### src/rtl/adc_fmt_params.svh
// register offsets, field positions, reset values and fixed words of the output formatter
`ifndef ADC_FMT_PARAMS_SVH
`define ADC_FMT_PARAMS_SVH

// register byte offsets on the avalon slave
`define REG_STATUS_OFS 5'h00
`define REG_CLEAR_OFS 5'h04
`define REG_ENABLE_OFS 5'h08
`define REG_MODE_OFS 5'h0C
`define REG_TRIM_OFS 5'h10
`define REG_OVR_COUNT_OFS 5'h14

// event bit positions in status, clear and enable
`define EVT_OVERRANGE_BIT 0
`define EVT_STRAP_CHANGE_BIT 1
`define EVT_WIDTH 2

// mode register field positions (inverted synchronised strap levels, one when a mode is on)
`define MODE_GRAY_BIT 0
`define MODE_PATTERN_BIT 1
`define MODE_DECIMATE_BIT 2
`define MODE_TRIM_BIT 3

// reset values
`define ENABLE_RESET 2'h0
`define TRIM_RESET 8'h00
`define STRAP_RESET 4'hF

// checkerboard words, 0101010101 and 1010101010
`define PATTERN_EVEN 10'h155
`define PATTERN_ODD 10'h2AA

// nominal aperture delay in picoseconds
`define APERTURE_NOMINAL_PS 16'h00A0

// unmapped reads answer this
`define READ_DEFAULT 32'h0000_0000

`endif

### src/rtl/adc_fmt_pkg.sv
// types shared by the output formatter modules
package adc_fmt_pkg;

  // one output sample word
  typedef logic [9:0] word_type;

  // output coding of the sample word
  typedef enum logic {
    CODING_BINARY = 1'b0,
    CODING_GRAY = 1'b1
  } coding_type;

endpackage

### src/rtl/coder_link_if.sv
// carrier between the formatter top and its word coder
`timescale 1ns/1ps
interface coder_link_if;
  logic [9:0] raw_word; // quantizer result, straight binary
  logic over; // input above positive full scale
  logic under; // input below negative full scale
  adc_fmt_pkg::coding_type coding; // binary or gray
  logic pattern_on; // checkerboard replaces samples
  logic pattern_phase; // which checkerboard word this cycle
  logic [9:0] coded_word; // finished word
  logic coded_flag; // finished overrange flag

  // top drives the sample and modes, reads the result
  modport top (
    output raw_word, over, under, coding, pattern_on, pattern_phase,
    input coded_word, coded_flag
  );
  // coder reads the sample and modes, returns the result
  modport coder (
    input raw_word, over, under, coding, pattern_on, pattern_phase,
    output coded_word, coded_flag
  );
endinterface

### src/rtl/adc_output_word_formatter.sv
// output word formatter: straps, coding, test modes, delay trim and avalon registers
`timescale 1ns/1ps
`include "adc_fmt_params.svh"

module adc_output_word_formatter #(
  parameter int WIDTH = 10,
  parameter int DECIMATION = 32
) (
  input wire logic CLOCK_I,
  input wire logic SYS_RST_I,
  // quantizer result, same clock domain
  input wire logic [9:0] QUANT_DATA_I,
  input wire logic QUANT_OVER_I,
  input wire logic QUANT_UNDER_I,
  // static strap pins, asynchronous
  input wire logic CODE_FORMAT_SELECT_I,
  input wire logic TEST_PATTERN_ENABLE_N_I,
  input wire logic DECIMATE_ENABLE_N_I,
  input wire logic DELAY_TRIM_ENABLE_N_I,
  // sample word stream to the receiver
  output logic [9:0] DATA_O,
  output logic OVERRANGE_FLAG_O,
  output logic DATA_VALID_O,
  // aperture delay setting in picoseconds
  output logic [15:0] APERTURE_DELAY_O,
  // avalon-mm slave
  input wire logic [4:0] AVS_ADDRESS_I,
  input wire logic AVS_READ_I,
  input wire logic AVS_WRITE_I,
  input wire logic [31:0] AVS_WRITEDATA_I,
  input wire logic [3:0] AVS_BYTEENABLE_I,
  output logic [31:0] AVS_READDATA_O,
  output logic AVS_WAITREQUEST_O,
  // level interrupt
  output logic IRQ_O
);

  // the coder and the checkerboard words are built for ten bits only
  if (WIDTH != 10) begin
    $error("word width must be 10");
  end

  // the free frame counter must wrap exactly once per frame, so only powers of two
  localparam bit DEC_OK = DECIMATION >= 2 && DECIMATION <= 256 &&
                          (DECIMATION & (DECIMATION - 1)) == 0;
  if (!DEC_OK) begin
    $error("decimation must be a power of two from 2 to 256");
  end

  localparam int DCW = $clog2(DECIMATION);

  // ---------------- strap synchronisers ----------------

  // strap pins gathered: gray, pattern, decimate, trim (all active low)
  wire [3:0] strap_pins;
  // first stage, read only by the second stage
  logic [3:0] strap_meta_q;
  // second stage, the usable strap levels
  logic [3:0] strap_sync_q;
  // previous usable levels, for change detection
  logic [3:0] strap_prev_q;

  assign strap_pins = {DELAY_TRIM_ENABLE_N_I, DECIMATE_ENABLE_N_I,
                       TEST_PATTERN_ENABLE_N_I, CODE_FORMAT_SELECT_I};

  // straps are static by intent, so the two flops only cost two cycles at start-up
  // two flops before any logic looks at a strap
  always_ff @(posedge CLOCK_I) begin
    if (SYS_RST_I) begin
      strap_meta_q <= `STRAP_RESET;
      strap_sync_q <= `STRAP_RESET;
      strap_prev_q <= `STRAP_RESET;
    end else begin
      strap_meta_q <= strap_pins;
      strap_sync_q <= strap_meta_q;
      strap_prev_q <= strap_sync_q;
    end
  end

  // decoded modes; a strap tied to the negative supply reads as a low level
  wire gray_on;
  wire pattern_on;
  wire decimate_on;
  wire trim_on;
  // any strap moved, samples around it are suspect
  wire strap_changed;

  assign gray_on = ~strap_sync_q[0];
  assign pattern_on = ~strap_sync_q[1];
  assign decimate_on = ~strap_sync_q[2];
  assign trim_on = ~strap_sync_q[3];
  assign strap_changed = strap_sync_q != strap_prev_q;

  // ---------------- word coding ----------------

  // carrier to the coder
  coder_link_if link ();

  // checkerboard phase, flips every cycle so every bit toggles
  logic phase_q;

  assign link.raw_word = QUANT_DATA_I;
  assign link.over = QUANT_OVER_I;
  assign link.under = QUANT_UNDER_I;
  assign link.coding = gray_on ? adc_fmt_pkg::CODING_GRAY : adc_fmt_pkg::CODING_BINARY;
  assign link.pattern_on = pattern_on;
  assign link.pattern_phase = phase_q;

  // coding, saturation and pattern selection
  word_coder coder_u (
    .link(link.coder)
  );

  // phase restarts at reset, so the first checkerboard word after reset is the even one
  // toggle phase each cycle
  always_ff @(posedge CLOCK_I) begin
    if (SYS_RST_I) begin
      phase_q <= 1'b0;
    end else begin
      phase_q <= ~phase_q;
    end
  end

  // ---------------- decimation ----------------

  // position within the decimation frame
  logic [DCW-1:0] dec_count_q;
  // this cycle's sample is passed on
  wire take_sample;

  // with pattern and decimation both on the frame length is even, so every
  // picked word is the same checkerboard word; use one test mode at a time
  // counter runs freely so the chosen phase is stable while the strap holds
  always_ff @(posedge CLOCK_I) begin
    if (SYS_RST_I) begin
      dec_count_q <= '0;
    end else begin
      dec_count_q <= dec_count_q + 1'b1;
    end
  end

  assign take_sample = ~decimate_on | (dec_count_q == '0);

  // ---------------- output registers ----------------

  // held sample word
  logic [9:0] data_q;
  // held overrange flag
  logic flag_q;
  // one cycle marker of a fresh word
  logic valid_q;

  // trade-off: the output stage adds a cycle of latency but gives clean, aligned bits
  // words are held between picks so a slow receiver sees a stable bus
  always_ff @(posedge CLOCK_I) begin
    if (SYS_RST_I) begin
      data_q <= 10'h000;
      flag_q <= 1'b0;
      valid_q <= 1'b0;
    end else begin
      valid_q <= take_sample;
      if (take_sample) begin
        data_q <= link.coded_word;
        flag_q <= link.coded_flag;
      end
    end
  end

  assign DATA_O = data_q;
  assign OVERRANGE_FLAG_O = flag_q;
  assign DATA_VALID_O = valid_q;

  // ---------------- register bus ----------------

  // trim offset in picoseconds, two's complement
  logic [7:0] trim_q;
  // interrupt enables
  logic [`EVT_WIDTH-1:0] enable_q;
  // sticky events
  logic [`EVT_WIDTH-1:0] status_q;
  // saturating count of flagged output words
  logic [15:0] ovr_count_q;
  // answer phase of a request
  logic ack_q;
  // registered read data
  logic [31:0] rdata_q;

  // a request that has not been answered yet
  wire req_new;
  // the request is taken at this edge
  wire req_done;
  // address decodes
  wire hit_status;
  wire hit_clear;
  wire hit_enable;
  wire hit_mode;
  wire hit_trim;
  wire hit_count;
  // writes that take effect now
  wire wr_clear;
  wire wr_enable;
  wire wr_trim;
  // read mux result
  wire [31:0] rdata_mux;
  // events of this cycle
  wire [`EVT_WIDTH-1:0] evt_now;
  // bits that software clears now
  wire [`EVT_WIDTH-1:0] clear_mask;

  // reads and writes both complete at the edge where waitrequest is low;
  // the slave never stretches further, so back to back requests cost two cycles each
  // one wait cycle: the first cycle registers read data, the second answers
  assign req_new = (AVS_READ_I | AVS_WRITE_I) & ~ack_q;
  assign req_done = (AVS_READ_I | AVS_WRITE_I) & ack_q;
  assign AVS_WAITREQUEST_O = req_new;

  assign hit_status = AVS_ADDRESS_I == `REG_STATUS_OFS;
  assign hit_clear = AVS_ADDRESS_I == `REG_CLEAR_OFS;
  assign hit_enable = AVS_ADDRESS_I == `REG_ENABLE_OFS;
  assign hit_mode = AVS_ADDRESS_I == `REG_MODE_OFS;
  assign hit_trim = AVS_ADDRESS_I == `REG_TRIM_OFS;
  assign hit_count = AVS_ADDRESS_I == `REG_OVR_COUNT_OFS;

  // only the low byte lane carries the narrow fields
  assign wr_clear = req_done & AVS_WRITE_I & hit_clear & AVS_BYTEENABLE_I[0];
  assign wr_enable = req_done & AVS_WRITE_I & hit_enable & AVS_BYTEENABLE_I[0];
  assign wr_trim = req_done & AVS_WRITE_I & hit_trim & AVS_BYTEENABLE_I[0];

  // clear register is write-only and reads as zero
  assign rdata_mux = hit_status ? {30'h0, status_q} :
                     hit_enable ? {30'h0, enable_q} :
                     hit_mode ? {28'h0, trim_on, decimate_on, pattern_on, gray_on} :
                     hit_trim ? {24'h0, trim_q} :
                     hit_count ? {16'h0, ovr_count_q} :
                     `READ_DEFAULT;

  // bus handshake and read capture
  always_ff @(posedge CLOCK_I) begin
    if (SYS_RST_I) begin
      ack_q <= 1'b0;
      rdata_q <= 32'h0000_0000;
    end else begin
      ack_q <= req_new;
      if (req_new) begin
        rdata_q <= rdata_mux;
      end
    end
  end

  assign AVS_READDATA_O = rdata_q;

  // software held settings
  always_ff @(posedge CLOCK_I) begin
    if (SYS_RST_I) begin
      enable_q <= `ENABLE_RESET;
      trim_q <= `TRIM_RESET;
    end else begin
      if (wr_enable) begin
        enable_q <= AVS_WRITEDATA_I[`EVT_WIDTH-1:0];
      end
      if (wr_trim) begin
        trim_q <= AVS_WRITEDATA_I[7:0];
      end
    end
  end

  // ---------------- events and interrupt ----------------

  // a word leaving with its flag high is one overrange event
  wire evt_overrange;
  // straps are meant to be static, so any move is worth telling software
  wire evt_strap;

  assign evt_overrange = valid_q & flag_q;
  assign evt_strap = strap_changed;
  assign evt_now = {evt_strap, evt_overrange};
  assign clear_mask = wr_clear ? AVS_WRITEDATA_I[`EVT_WIDTH-1:0] : '0;

  // an event is recorded even while its enable is off, and interrupts once enabled
  // a new event wins over a clear in the same cycle so none is lost
  always_ff @(posedge CLOCK_I) begin
    if (SYS_RST_I) begin
      status_q <= '0;
    end else begin
      status_q <= (status_q & ~clear_mask) | evt_now;
    end
  end

  // count flagged words; sticks at full scale rather than wrapping
  always_ff @(posedge CLOCK_I) begin
    if (SYS_RST_I) begin
      ovr_count_q <= 16'h0000;
    end else if (evt_now[`EVT_OVERRANGE_BIT] && ovr_count_q != 16'hFFFF) begin
      ovr_count_q <= ovr_count_q + 16'h0001;
    end
  end

  // level interrupt from registers only, so it cannot glitch with bus traffic
  assign IRQ_O = |(status_q & enable_q);

  // ---------------- aperture delay ----------------

  // sign extended trim in picoseconds
  wire [15:0] trim_ext;
  // trimmed delay figure
  wire [15:0] trim_delay;

  assign trim_ext = {{8{trim_q[7]}}, trim_q};
  assign trim_delay = `APERTURE_NOMINAL_PS + trim_ext;

  // the figure is reported only; the analog delay line itself sits outside this block
  // nominal unless trim enabled
  always_ff @(posedge CLOCK_I) begin
    if (SYS_RST_I) begin
      APERTURE_DELAY_O <= `APERTURE_NOMINAL_PS;
    end else begin
      APERTURE_DELAY_O <= trim_on ? trim_delay : `APERTURE_NOMINAL_PS;
    end
  end

endmodule

### src/rtl/word_coder.sv
// combinational coding, saturation and checkerboard selection of one sample word
`timescale 1ns/1ps
`include "adc_fmt_params.svh"
module word_coder (
  coder_link_if.coder link
);
  // reflected binary of the raw result
  wire [9:0] gray_word;
  // word after the coding choice
  wire [9:0] plain_word;
  // word after saturation
  wire [9:0] sat_word;
  // checkerboard word for this cycle
  wire [9:0] pattern_word;

  assign gray_word = link.raw_word ^ {1'b0, link.raw_word[9:1]};

  assign plain_word = (link.coding == adc_fmt_pkg::CODING_GRAY) ? gray_word : link.raw_word;

  // saturation is applied after coding so a clipped word is all ones or all zeros
  // clip high ones
  assign sat_word = link.over ? 10'h3FF : (link.under ? 10'h000 : plain_word);

  assign pattern_word = link.pattern_phase ? `PATTERN_ODD : `PATTERN_EVEN;

  assign link.coded_word = link.pattern_on ? pattern_word : sat_word;

  assign link.coded_flag = link.pattern_on ? 1'b0 : (link.over | link.under);
endmodule

### config.mk
export PLATFORM = sky130hd
export DESIGN_NAME = adc_output_word_formatter
export DESIGN_NICKNAME = d
export VERILOG_FILES = /design/src/rtl/adc_fmt_pkg.sv /design/src/rtl/coder_link_if.sv /design/src/rtl/adc_output_word_formatter.sv /design/src/rtl/word_coder.sv
export VERILOG_INCLUDE_DIRS = /design/src /design/src/rtl
export SDC_FILE = /design/constraint.sdc
export NUM_CORES = 1
export LEC_CHECK = 0
export BUFFER_PORTS_ARGS = -buffer_cell sky130_fd_sc_hd__clkbuf_2
export CAP_MARGIN = 25
export CELL_PAD_IN_SITES_DETAIL_PLACEMENT = 0
export CELL_PAD_IN_SITES_GLOBAL_PLACEMENT = 1
export CORE_MARGIN = 8
export CORE_UTILIZATION = 30
export DETAILED_ROUTE_END_ITERATION = 7
export PLACE_DENSITY = 0.68
export SLEW_MARGIN = 20
export SYNTH_ARGS = -nofsm -noshare
export SYNTH_HDL_FRONTEND = slang
export SYNTH_HIERARCHICAL = 1
export SYNTH_SLANG_ARGS = --single-unit
### constraint.sdc
create_clock -name CLOCK_I -period 1.83 [get_ports CLOCK_I]
set_input_delay 0.2745 -clock CLOCK_I [delete_from_list [all_inputs] [get_ports CLOCK_I]]
set_output_delay 0.2745 -clock CLOCK_I [all_outputs]
set_load 0.005 [all_outputs]
# == Yosys cells after proc, flatten, opt, wreduce, memory -nomap -nowiden ==
# Index checks and enable logic that the tools add are counted.
# word_totals
ff_bits,107
inputBits,61
wordCells,66
# op_classes
addsub,3
n_eq_ne,7
mux,12
n_bitwise,24
n_reduce_logical,5
# op_table
cell,count
16-bit two-way mux,5
10-bit two-way mux,5
16-bit by 1-bit adder with 16-bit output (second input constant),1
16-bit inequality test (second input constant),1
9-bit by 8-bit adder with 10-bit output (first input constant),1
1-bit bitwise AND,10
5-bit by 4-bit equality test with 1-bit output (second input constant),2
5-bit equality test (second input constant),2
5-bit zero test,2
10-bit by 9-bit bitwise XOR with 10-bit output,1
1-bit inverter,6
5-bit by 1-bit adder with 5-bit output (second input constant),1
5-bit by 3-bit equality test with 1-bit output (second input constant),1
2-bit bitwise AND,2
4-bit inequality test,1
2-bit OR reduction,2
1-bit OR,3
2-bit two-way mux,1
2-bit inverter,1
2-bit OR,1
1-bit logical AND,1
1-bit two-way mux,1

# == Depth between registers and ports, before layout ==
# Gate-level depths: netlist of run 1.
# logic_depth
word_depth,9
depth_mapped,7
depth_no_buf,6

# == Hierarchy ==
# The synthesis of run 1 kept the hierarchy.
# modules_own_cells
mod,instances,cells_per_inst,area_each_um2
adc_output_word_formatter,1,363,3530.9
word_coder,1,55,352.8

# == Least setup slack after synthesis of run 1 ==
# No wires, ideal clock.
# synth_timing
path_type,reg2reg
startpoint,register ovr_count_q[0]
endpoint,register ovr_count_q[8]
arrival_ns,1.570
t_required_ns,1.760
path_slack_ns,0.190
stages_incl_launch_ff,6
path_cell_list,dfxtp_1 ha_1 inv_1 or3_4 or4_1 a21oi_1
# synth_via
elab_chain_len,2
# synth_rtl
element,line_no,source
from (decl),adc_output_word_formatter.sv:182,logic [15:0] ovr_count_q;
from (signal assigned),adc_output_word_formatter.sv:294,ovr_count_q <= ovr_count_q + 16'h0001;
"parallel branches: the longest is 2 deep, another holds 16-bit by 1-bit adder with 16-bit output",--,
# Several ways; the timed one is not identified.
# A chain may end at the register's enable or synchronous reset.

# == Final worst setup path of run 1 ==
# Same ends and word-level chain as after synthesis.

==> key figures, run 1 <==
Finish
  – End-of-flow core utilization: 37.26%
  – Layout cells sized above 1: a little over a quarter
  – Fill cells: 1349
  – Nets@finish: ~560
  – Multi-input logic area: 1949 um2
  – Antenna Cells: 0
  – Post-route design area: ~4700 um2
  – Register area: roughly 1700 um2
  – Layout Cells excl Fill: about 670
  – P&R area growth vs syn: 21.07%

Power and ir drop
  – Power Density: 902.6 nW/um2
  – Leak Pwr: 2.043 nW
  – Worst VDD drop: about 0.41 mV

Route
  – Initial DRC Count: between 150 and 200
  – Initial DRT Pass Iterations: 4
  – Detail Route Antenna Nets: 0
  – # DRC: 0
  – Routed vias/inst: 4.617
  – Final wirelength: approximately 9400 um
  – Wire per inst: roughly 14 um
  – Total number of vias: around 3100

Placed design
  – Placed instance area: ~4400 um2
  – IO Port Bufs: around 70
  – GP Congestion: ~0.8
  – HPWL Detailed: 7175 um
  – Worst slack at placement: 0.1221 ns
  – Placed Cells: approximately 660

Synthesis
  – Async SR Flop Fraction: 0%
  – Post-Syn Instances: 418
  – Top-count cell post-synth: dfxtp_1
  – Synth top area cells: dfxtp_1 (43%), mux2i_1 (8.5%), nor2_1 (5.2%), buf_4 (4.4%), a21oi_1 (3.4%)
  – Post-synthesis register bit count: 84
  – Synth unique cells: between 50 and 60
  – Synthesized area: 3884 um2
  – Commonest cells post-synth: dfxtp_1 (84), nor2_1 (54), mux2i_1 (33)
  – Mean post-synth cell area: ~9.3 um2
  – Sequential area share after synthesis: between 40 and 50%
  – Yosys warns: 6
  – Post-synth EDFFs: 0
  – Synth top area share: 43.30%
  – Post-synth top flop: dfxtp_1
  – Post-synth top area cell: dfxtp_1

Job
  – Max Cap Violations: 0

Die
  – DIE WIDTH: roughly 130 um
  – Initial Utilization: between 30% and 40%
  – Core Area: about 13000 um2
  – Die area: roughly 17000 um2
  – DIE HEIGHT: ~130 um
  – IO Pins: about 120
  – Num rows: 41

STA
  – Pins Over Slew Limit: 0
  – FMAX: between 500 and 600 MHz
  – Worst-margin pin slew: 0.5425 ns
  – Final setup viols: 0
  – TNS Setup: 0 ns
  – Post-route worst setup slack: approximately 0.16 ns
  – RSZ-0062 raised after global routing: no
  – Clk_skew: approximately 0.0070 ns
  – Final Cycle Share: 91.46%
  – Final Hold Fails: 0
  – Tmin final: around 1.7 ns
  – Max-Slew Margin vs Limit: between 60% and 70%

Worst setup path
  – Worst path arrival time: just under 2 ns
  – Crit start category: flip-flop
  – Required @ worst endpoint: roughly 2.1 ns
  – CP max FO: 6
  – Worst setup EP type: flip-flop
  – Worst Path Class, Setup: flip-flop to flip-flop

Global routing
  – Total GRT Usage: between 10% and 20%
  – First-pass GRT wire length: between 10000 and 15000 um
  – Grt total ovfl: 0
  – Vias in the first global route: about 3000
  – Largest net degree at the start of global routing: 43
  – Initial antenna violation count: 0

Clock network
  – CTS tree: built
  – Htree depth: 3
  – CTS Root Cell: clkbuf_16
  – CTS Hold Bufs: 0
  – # resized after CTS: 0
  – CTS Buf Count: 9
  – Clock sink count: 84
  – Clock Latency Late Sink: ~0.34 ns
  – Clock transition at path regs: around 0.06 ns
  – Post-CTS Setup Bufs: 0
  – Clock buffer depth: 2

Outcome
  – Outcome: completed

Worst hold path
  – Worst min-delay path class: input pin to flip-flop
[worst paths after layout]
path                        start              end  slack (ns)  cells past startpoint
max                ovr_count_q[0]   ovr_count_q[8]        0.16                      5
min          CODE_FORMAT_SELECT_I  strap_meta_q[0]        0.12                      2
max reg2reg        ovr_count_q[0]   ovr_count_q[8]        0.16                      5
min reg2reg       strap_meta_q[2]  strap_sync_q[2]        0.41                      1
[cells in the final DEF, fill, tap and decap left out, drive strengths merged, types with 2 or more instances in the layout]
cell type,instances
clkbuf,85
dfxtp,84
nor2,55
mux2i,33
a21oi,26
conb,23
nand2,17
buf,16
nor2b,15
or2,11
inv,10
nand3,10
nand4,10
a22o,9
o31ai,9
and2,8
or4,7
a22oi,6
o21ai,6
or3,6
xnor2,5
mux2,5
nor4,5
nor3,4
ha,4
xor2,3
nor3b,3
and4,3
nor4b,2
nand2b,2
o22ai,2
bufinv,2
[logic make-up (layout without fill, tap and decap cells)]
| kind of cell | count (synthesis) | in the layout | share of synthesized area, % |
|---|---|---|---|
| multiplexers | 38 | 38 | 9.955 |
| flip-flops | 84 | 84 | 43.30 |
| other | 1 | 23 | 0.09656 |
| buffers and inverters | 53 | 114 | 8.698 |
| AND/OR/NAND/NOR | 163 | 163 | 23.52 |
| AO/OA/AOI/OAI | 67 | 67 | 11.34 |
| XOR/XNOR | 8 | 8 | 1.804 |
| adder cells (fa/ha/maj) | 4 | 4 | 1.289 |
[worst max-delay path, stage by stage (launching register included)]
cell and delay, ns:
dfxtp_1 0.34, ha_2 0.23, inv_1 0.08, or3_4 0.41, or4_1 0.40, a21oi_1 0.15
[cell type report]
type | instances | share of cell area (%)
flip-flops and latches | 84 | 35.76
multi-input cells | 303 | 41.46
inverters | 10 | 0.7983
clock inverters | 3 | 1.437
clock buffers | 13 | 5.748
well taps | 172 | 4.577
repair buffers | 88 | 10.22
[where the power goes]
part	total [W]	internal [W]	switching (W)	leakage, nW
clock network	0.00201	0.00131	0.000704	0.162
logic	0.000320	0.000138	0.000182	1.20
registers	0.00191	0.00188	0.0000342	0.685
[per-stage QoR]
step | total power [W] | hold slack, ns
global route | 0.004429 | 0.1122
finish | 0.004244 | 0.1187
CTS | 0.004311 | 0.1042
global placement | 0.002269 | 0.3920
detailed placement | 0.002275 | 0.3963
floorplan | 0.002183 | 0.3663
[per-layer routing]
metal,vias to the layer above,GRT usage [%],wire length (um)
met5,-,0,0
met4,0,5.123,153
met3,11,3.346,508
met2,60,18.71,4623
met1,1445,13.06,4116
li1,1591,-,-
[state kept, by name (all words and copies together), names as in the netlist]
register / cells
OVERRANGE_FLAG_O: 1
enable_q: 2
DATA_VALID_O: 1
ovr_count_q: 16
APERTURE_DELAY_O: 9
ack_q: 1
strap_prev_q: 4
status_q: 2
AVS_READDATA_O: 16
trim_q: 8
DATA_O: 10
strap_sync_q: 4
link.pattern_phase: 1
dec_count_q: 5
strap_meta_q: 4
Note: power is estimated with default switching activity, not from simulation.
==> inputs of run 2 (changes only) <==
--- a/config.mk
+++ b/config.mk
@@ -6,14 +6,14 @@
 export SDC_FILE = /design/constraint.sdc
 export NUM_CORES = 1
 export LEC_CHECK = 0
-export BUFFER_PORTS_ARGS = -buffer_cell sky130_fd_sc_hd__clkbuf_2
 export CAP_MARGIN = 25
 export CELL_PAD_IN_SITES_DETAIL_PLACEMENT = 0
 export CELL_PAD_IN_SITES_GLOBAL_PLACEMENT = 1
 export CORE_MARGIN = 8
 export CORE_UTILIZATION = 30
 export DETAILED_ROUTE_END_ITERATION = 7
-export PLACE_DENSITY = 0.68
+export DONT_BUFFER_PORTS = 1
+export PLACE_DENSITY = 0.57
 export SLEW_MARGIN = 20
 export SYNTH_ARGS = -nofsm -noshare
 export SYNTH_HDL_FRONTEND = slang
==> run 2 against run 1 <==
Against the previous run:
- worst hold slack worse by 0.093 ns
- sequential cell count unchanged
- first-iteration DRC count up 4.6%
- register-to-register slack worse by 0.06 ns
- die area unchanged
- clock skew about the same
- count of clock-buffer cells in the layout down 2
- setup slack worse by 0.059 ns
- critical path depth up 2
- cell count down 9.8%
- maximum frequency down 3.4%
- critical path type unchanged
==> key figures, run 2 (same netlist as run 1, synthesis figures left out) <==
Die
  – DIE WIDTH: 129.8 um
  – IO Pins: roughly 120
  – DIE HEIGHT: between 100 and 150 um
  – Num rows: 41
  – Die area: 16840 um2
  – Core Area: between 10000 and 15000 um2
  – Initial Utilization: between 30% and 40%

Finish
  – Layout cells sized above 1: approximately 16%
  – Nets@finish: between 400 and 500
  – Antenna Cells: 0
  – Register area: roughly 1700 um2
  – Most common cell after layout, fill and taps aside: dfxtp_1
  – Commonest non-fill, non-tap cells in the layout: dfxtp_1 (84), nor2_1 (54), mux2i_1 (33), a21oi_1 (26), conb_1 (23)
  – Multi-input logic area: 1949 um2
  – Layout Cells excl Fill: 607
  – P&R area growth vs syn: 12.73%
  – Fill cells: roughly 1300

Global routing
  – Largest net degree at the start of global routing: 45
  – Grt total ovfl: 0
  – Total GRT Usage: ~12%
  – Vias in the first global route: between 2000 and 3000
  – First-pass GRT wire length: between 15000 and 20000 um
  – Initial antenna violation count: 1

Worst hold path
  – Hold Path End: strap_meta_q[2]
  – Worst Hold Launch: DECIMATE_ENABLE_N_I
  – Hold depth: 1
  – Worst min-delay path class: input pin to flip-flop

Worst setup path
  – Worst setup EP type: flip-flop
  – RR Startpoint: ovr_count_q[0]
  – Required @ worst endpoint: ~2.1 ns
  – CP max FO: 8
  – Worst Path Class, Setup: flip-flop to flip-flop
  – Worst path arrival time: around 2.0 ns
  – Worst reg-to-reg setup slack: approximately 0.097 ns
  – Crit start category: flip-flop
  – Path depth of the worst reg2reg path: 7
  – Reg-to-Reg End: ovr_count_q[4]

Clock network
  – CTS Root Cell: clkbuf_16
  – Clock buffer depth: 2
  – Clock sink count: 84
  – Clock transition at path regs: around 0.060 ns
  – CTS Buf Count: 9
  – Clock Latency Late Sink: 0.35 ns
  – CTS tree: built
  – Htree depth: 3

STA
  – Final Cycle Share: ~95%
  – Tmin final: roughly 1.7 ns
  – Clk_skew: 0.007036 ns
  – Final Hold Fails: 0
  – Max-Slew Margin vs Limit: 61.50%
  – TNS Setup: 0 ns
  – Final setup viols: 0
  – Worst-margin pin slew: between 0.5 and 0.6 ns
  – FMAX: approximately 580 MHz
  – Post-route worst setup slack: roughly 0.097 ns
  – Pins Over Slew Limit: 0
  – RSZ-0062 raised after global routing: no

Power and ir drop
  – Leak Pwr: between 1.5 and 2 nW
  – Post-layout power: a little over 0.004 W
  – Worst VDD drop: ~0.36 mV
  – Power Density: 928.0 nW/um2

Job
  – Max Cap Violations: 0

Route
  – Detail Route Antenna Nets: 0
  – Final wirelength: roughly 10000 um
  – # DRC: 0
  – Wire per inst: around 16 um
  – Total number of vias: about 2900
  – Initial DRT Pass Iterations: 5
  – Routed vias/inst: about 4.8
  – Initial DRC Count: approximately 210

Placed design
  – Worst slack at placement: approximately 0.11 ns
  – HPWL Detailed: around 7000 um
  – IO Port Bufs: 0
  – GP Congestion: between 0.7 and 0.8
  – Placed Cells: 587

Outcome
  – Outcome: completed
## run 2: area by class of cell
class,instances,share of cell area (%)
multi-input combinational,303,44.53
sequential,84,38.41
clock buffer,11,5.773
timing repair buffer,22,4.173
clock inverter,5,1.343
inverter,10,0.8574
tap,172,4.916
## run 2: repair_timing
action	4_1_cts	5_1_grt
buffers inserted	0	1
hold buffers	3	0
gates resized for setup	0	1
endpoints found under the hold margin	44	0
endpoints found under the setup margin	0	7
## run 2: per-layer routing
| metal | up-vias | wire length [um] | GRT usage [%] | part of all wire, % |
|---|---|---|---|---|
| met5 | - | 10 | 0 | 0.10 |
| met4 | 2 | 142 | 5.669 | 1.4 |
| met3 | 13 | 701 | 4.610 | 7.0 |
| met2 | 64 | 4948 | 20.58 | 49 |
| met1 | 1360 | 4198 | 13.63 | 42 |
| li1 | 1448 | - | - | - |
## run 2: worst max-delay path: stages, from the launching register on
cell and delay (ns):
dfxtp_1 0.31, ha_2 0.22, nand3_1 0.14, nor4_4 0.06, buf_4 0.16, buf_4 0.16, or4_1 0.48, a21oi_1 0.15
## run 2: metrics by stage
step / area, um2 / hold slack [ns] / util (%)
finish: 4378 / 0.02602 / 34.69
detailed placement: 4016 / 0.3563 / 31.83
global route: 4378 / 0.01071 / 34.69
CTS: 4368 / 0.01504 / 34.61
floorplan: 3966 / 0.3663 / -
global placement: 4016 / 0.3533 / 31.83
## run 2: how the worst max path moves through the flow
stage	startpoint	slack [ns]	end
floorplan	ovr_count_q[0]	0.19	ovr_count_q[8]
global placement	ovr_count_q[6]	0.13	ovr_count_q[3]
detailed placement	ovr_count_q[6]	0.11	ovr_count_q[3]
CTS	ovr_count_q[6]	0.09	ovr_count_q[1]
global route	ovr_count_q[1]	0.01	ovr_count_q[8]
finish	ovr_count_q[0]	0.1	ovr_count_q[4]
## run 2: power breakdown
part | switching, W | internal (W) | total (W)
clock network | 0.000770 | 0.00113 | 0.00190
logic | 0.000131 | 0.000109 | 0.000240
registers | 0.0000404 | 0.00188 | 0.00192
total | 0.000941 | 0.00312 | 0.00406
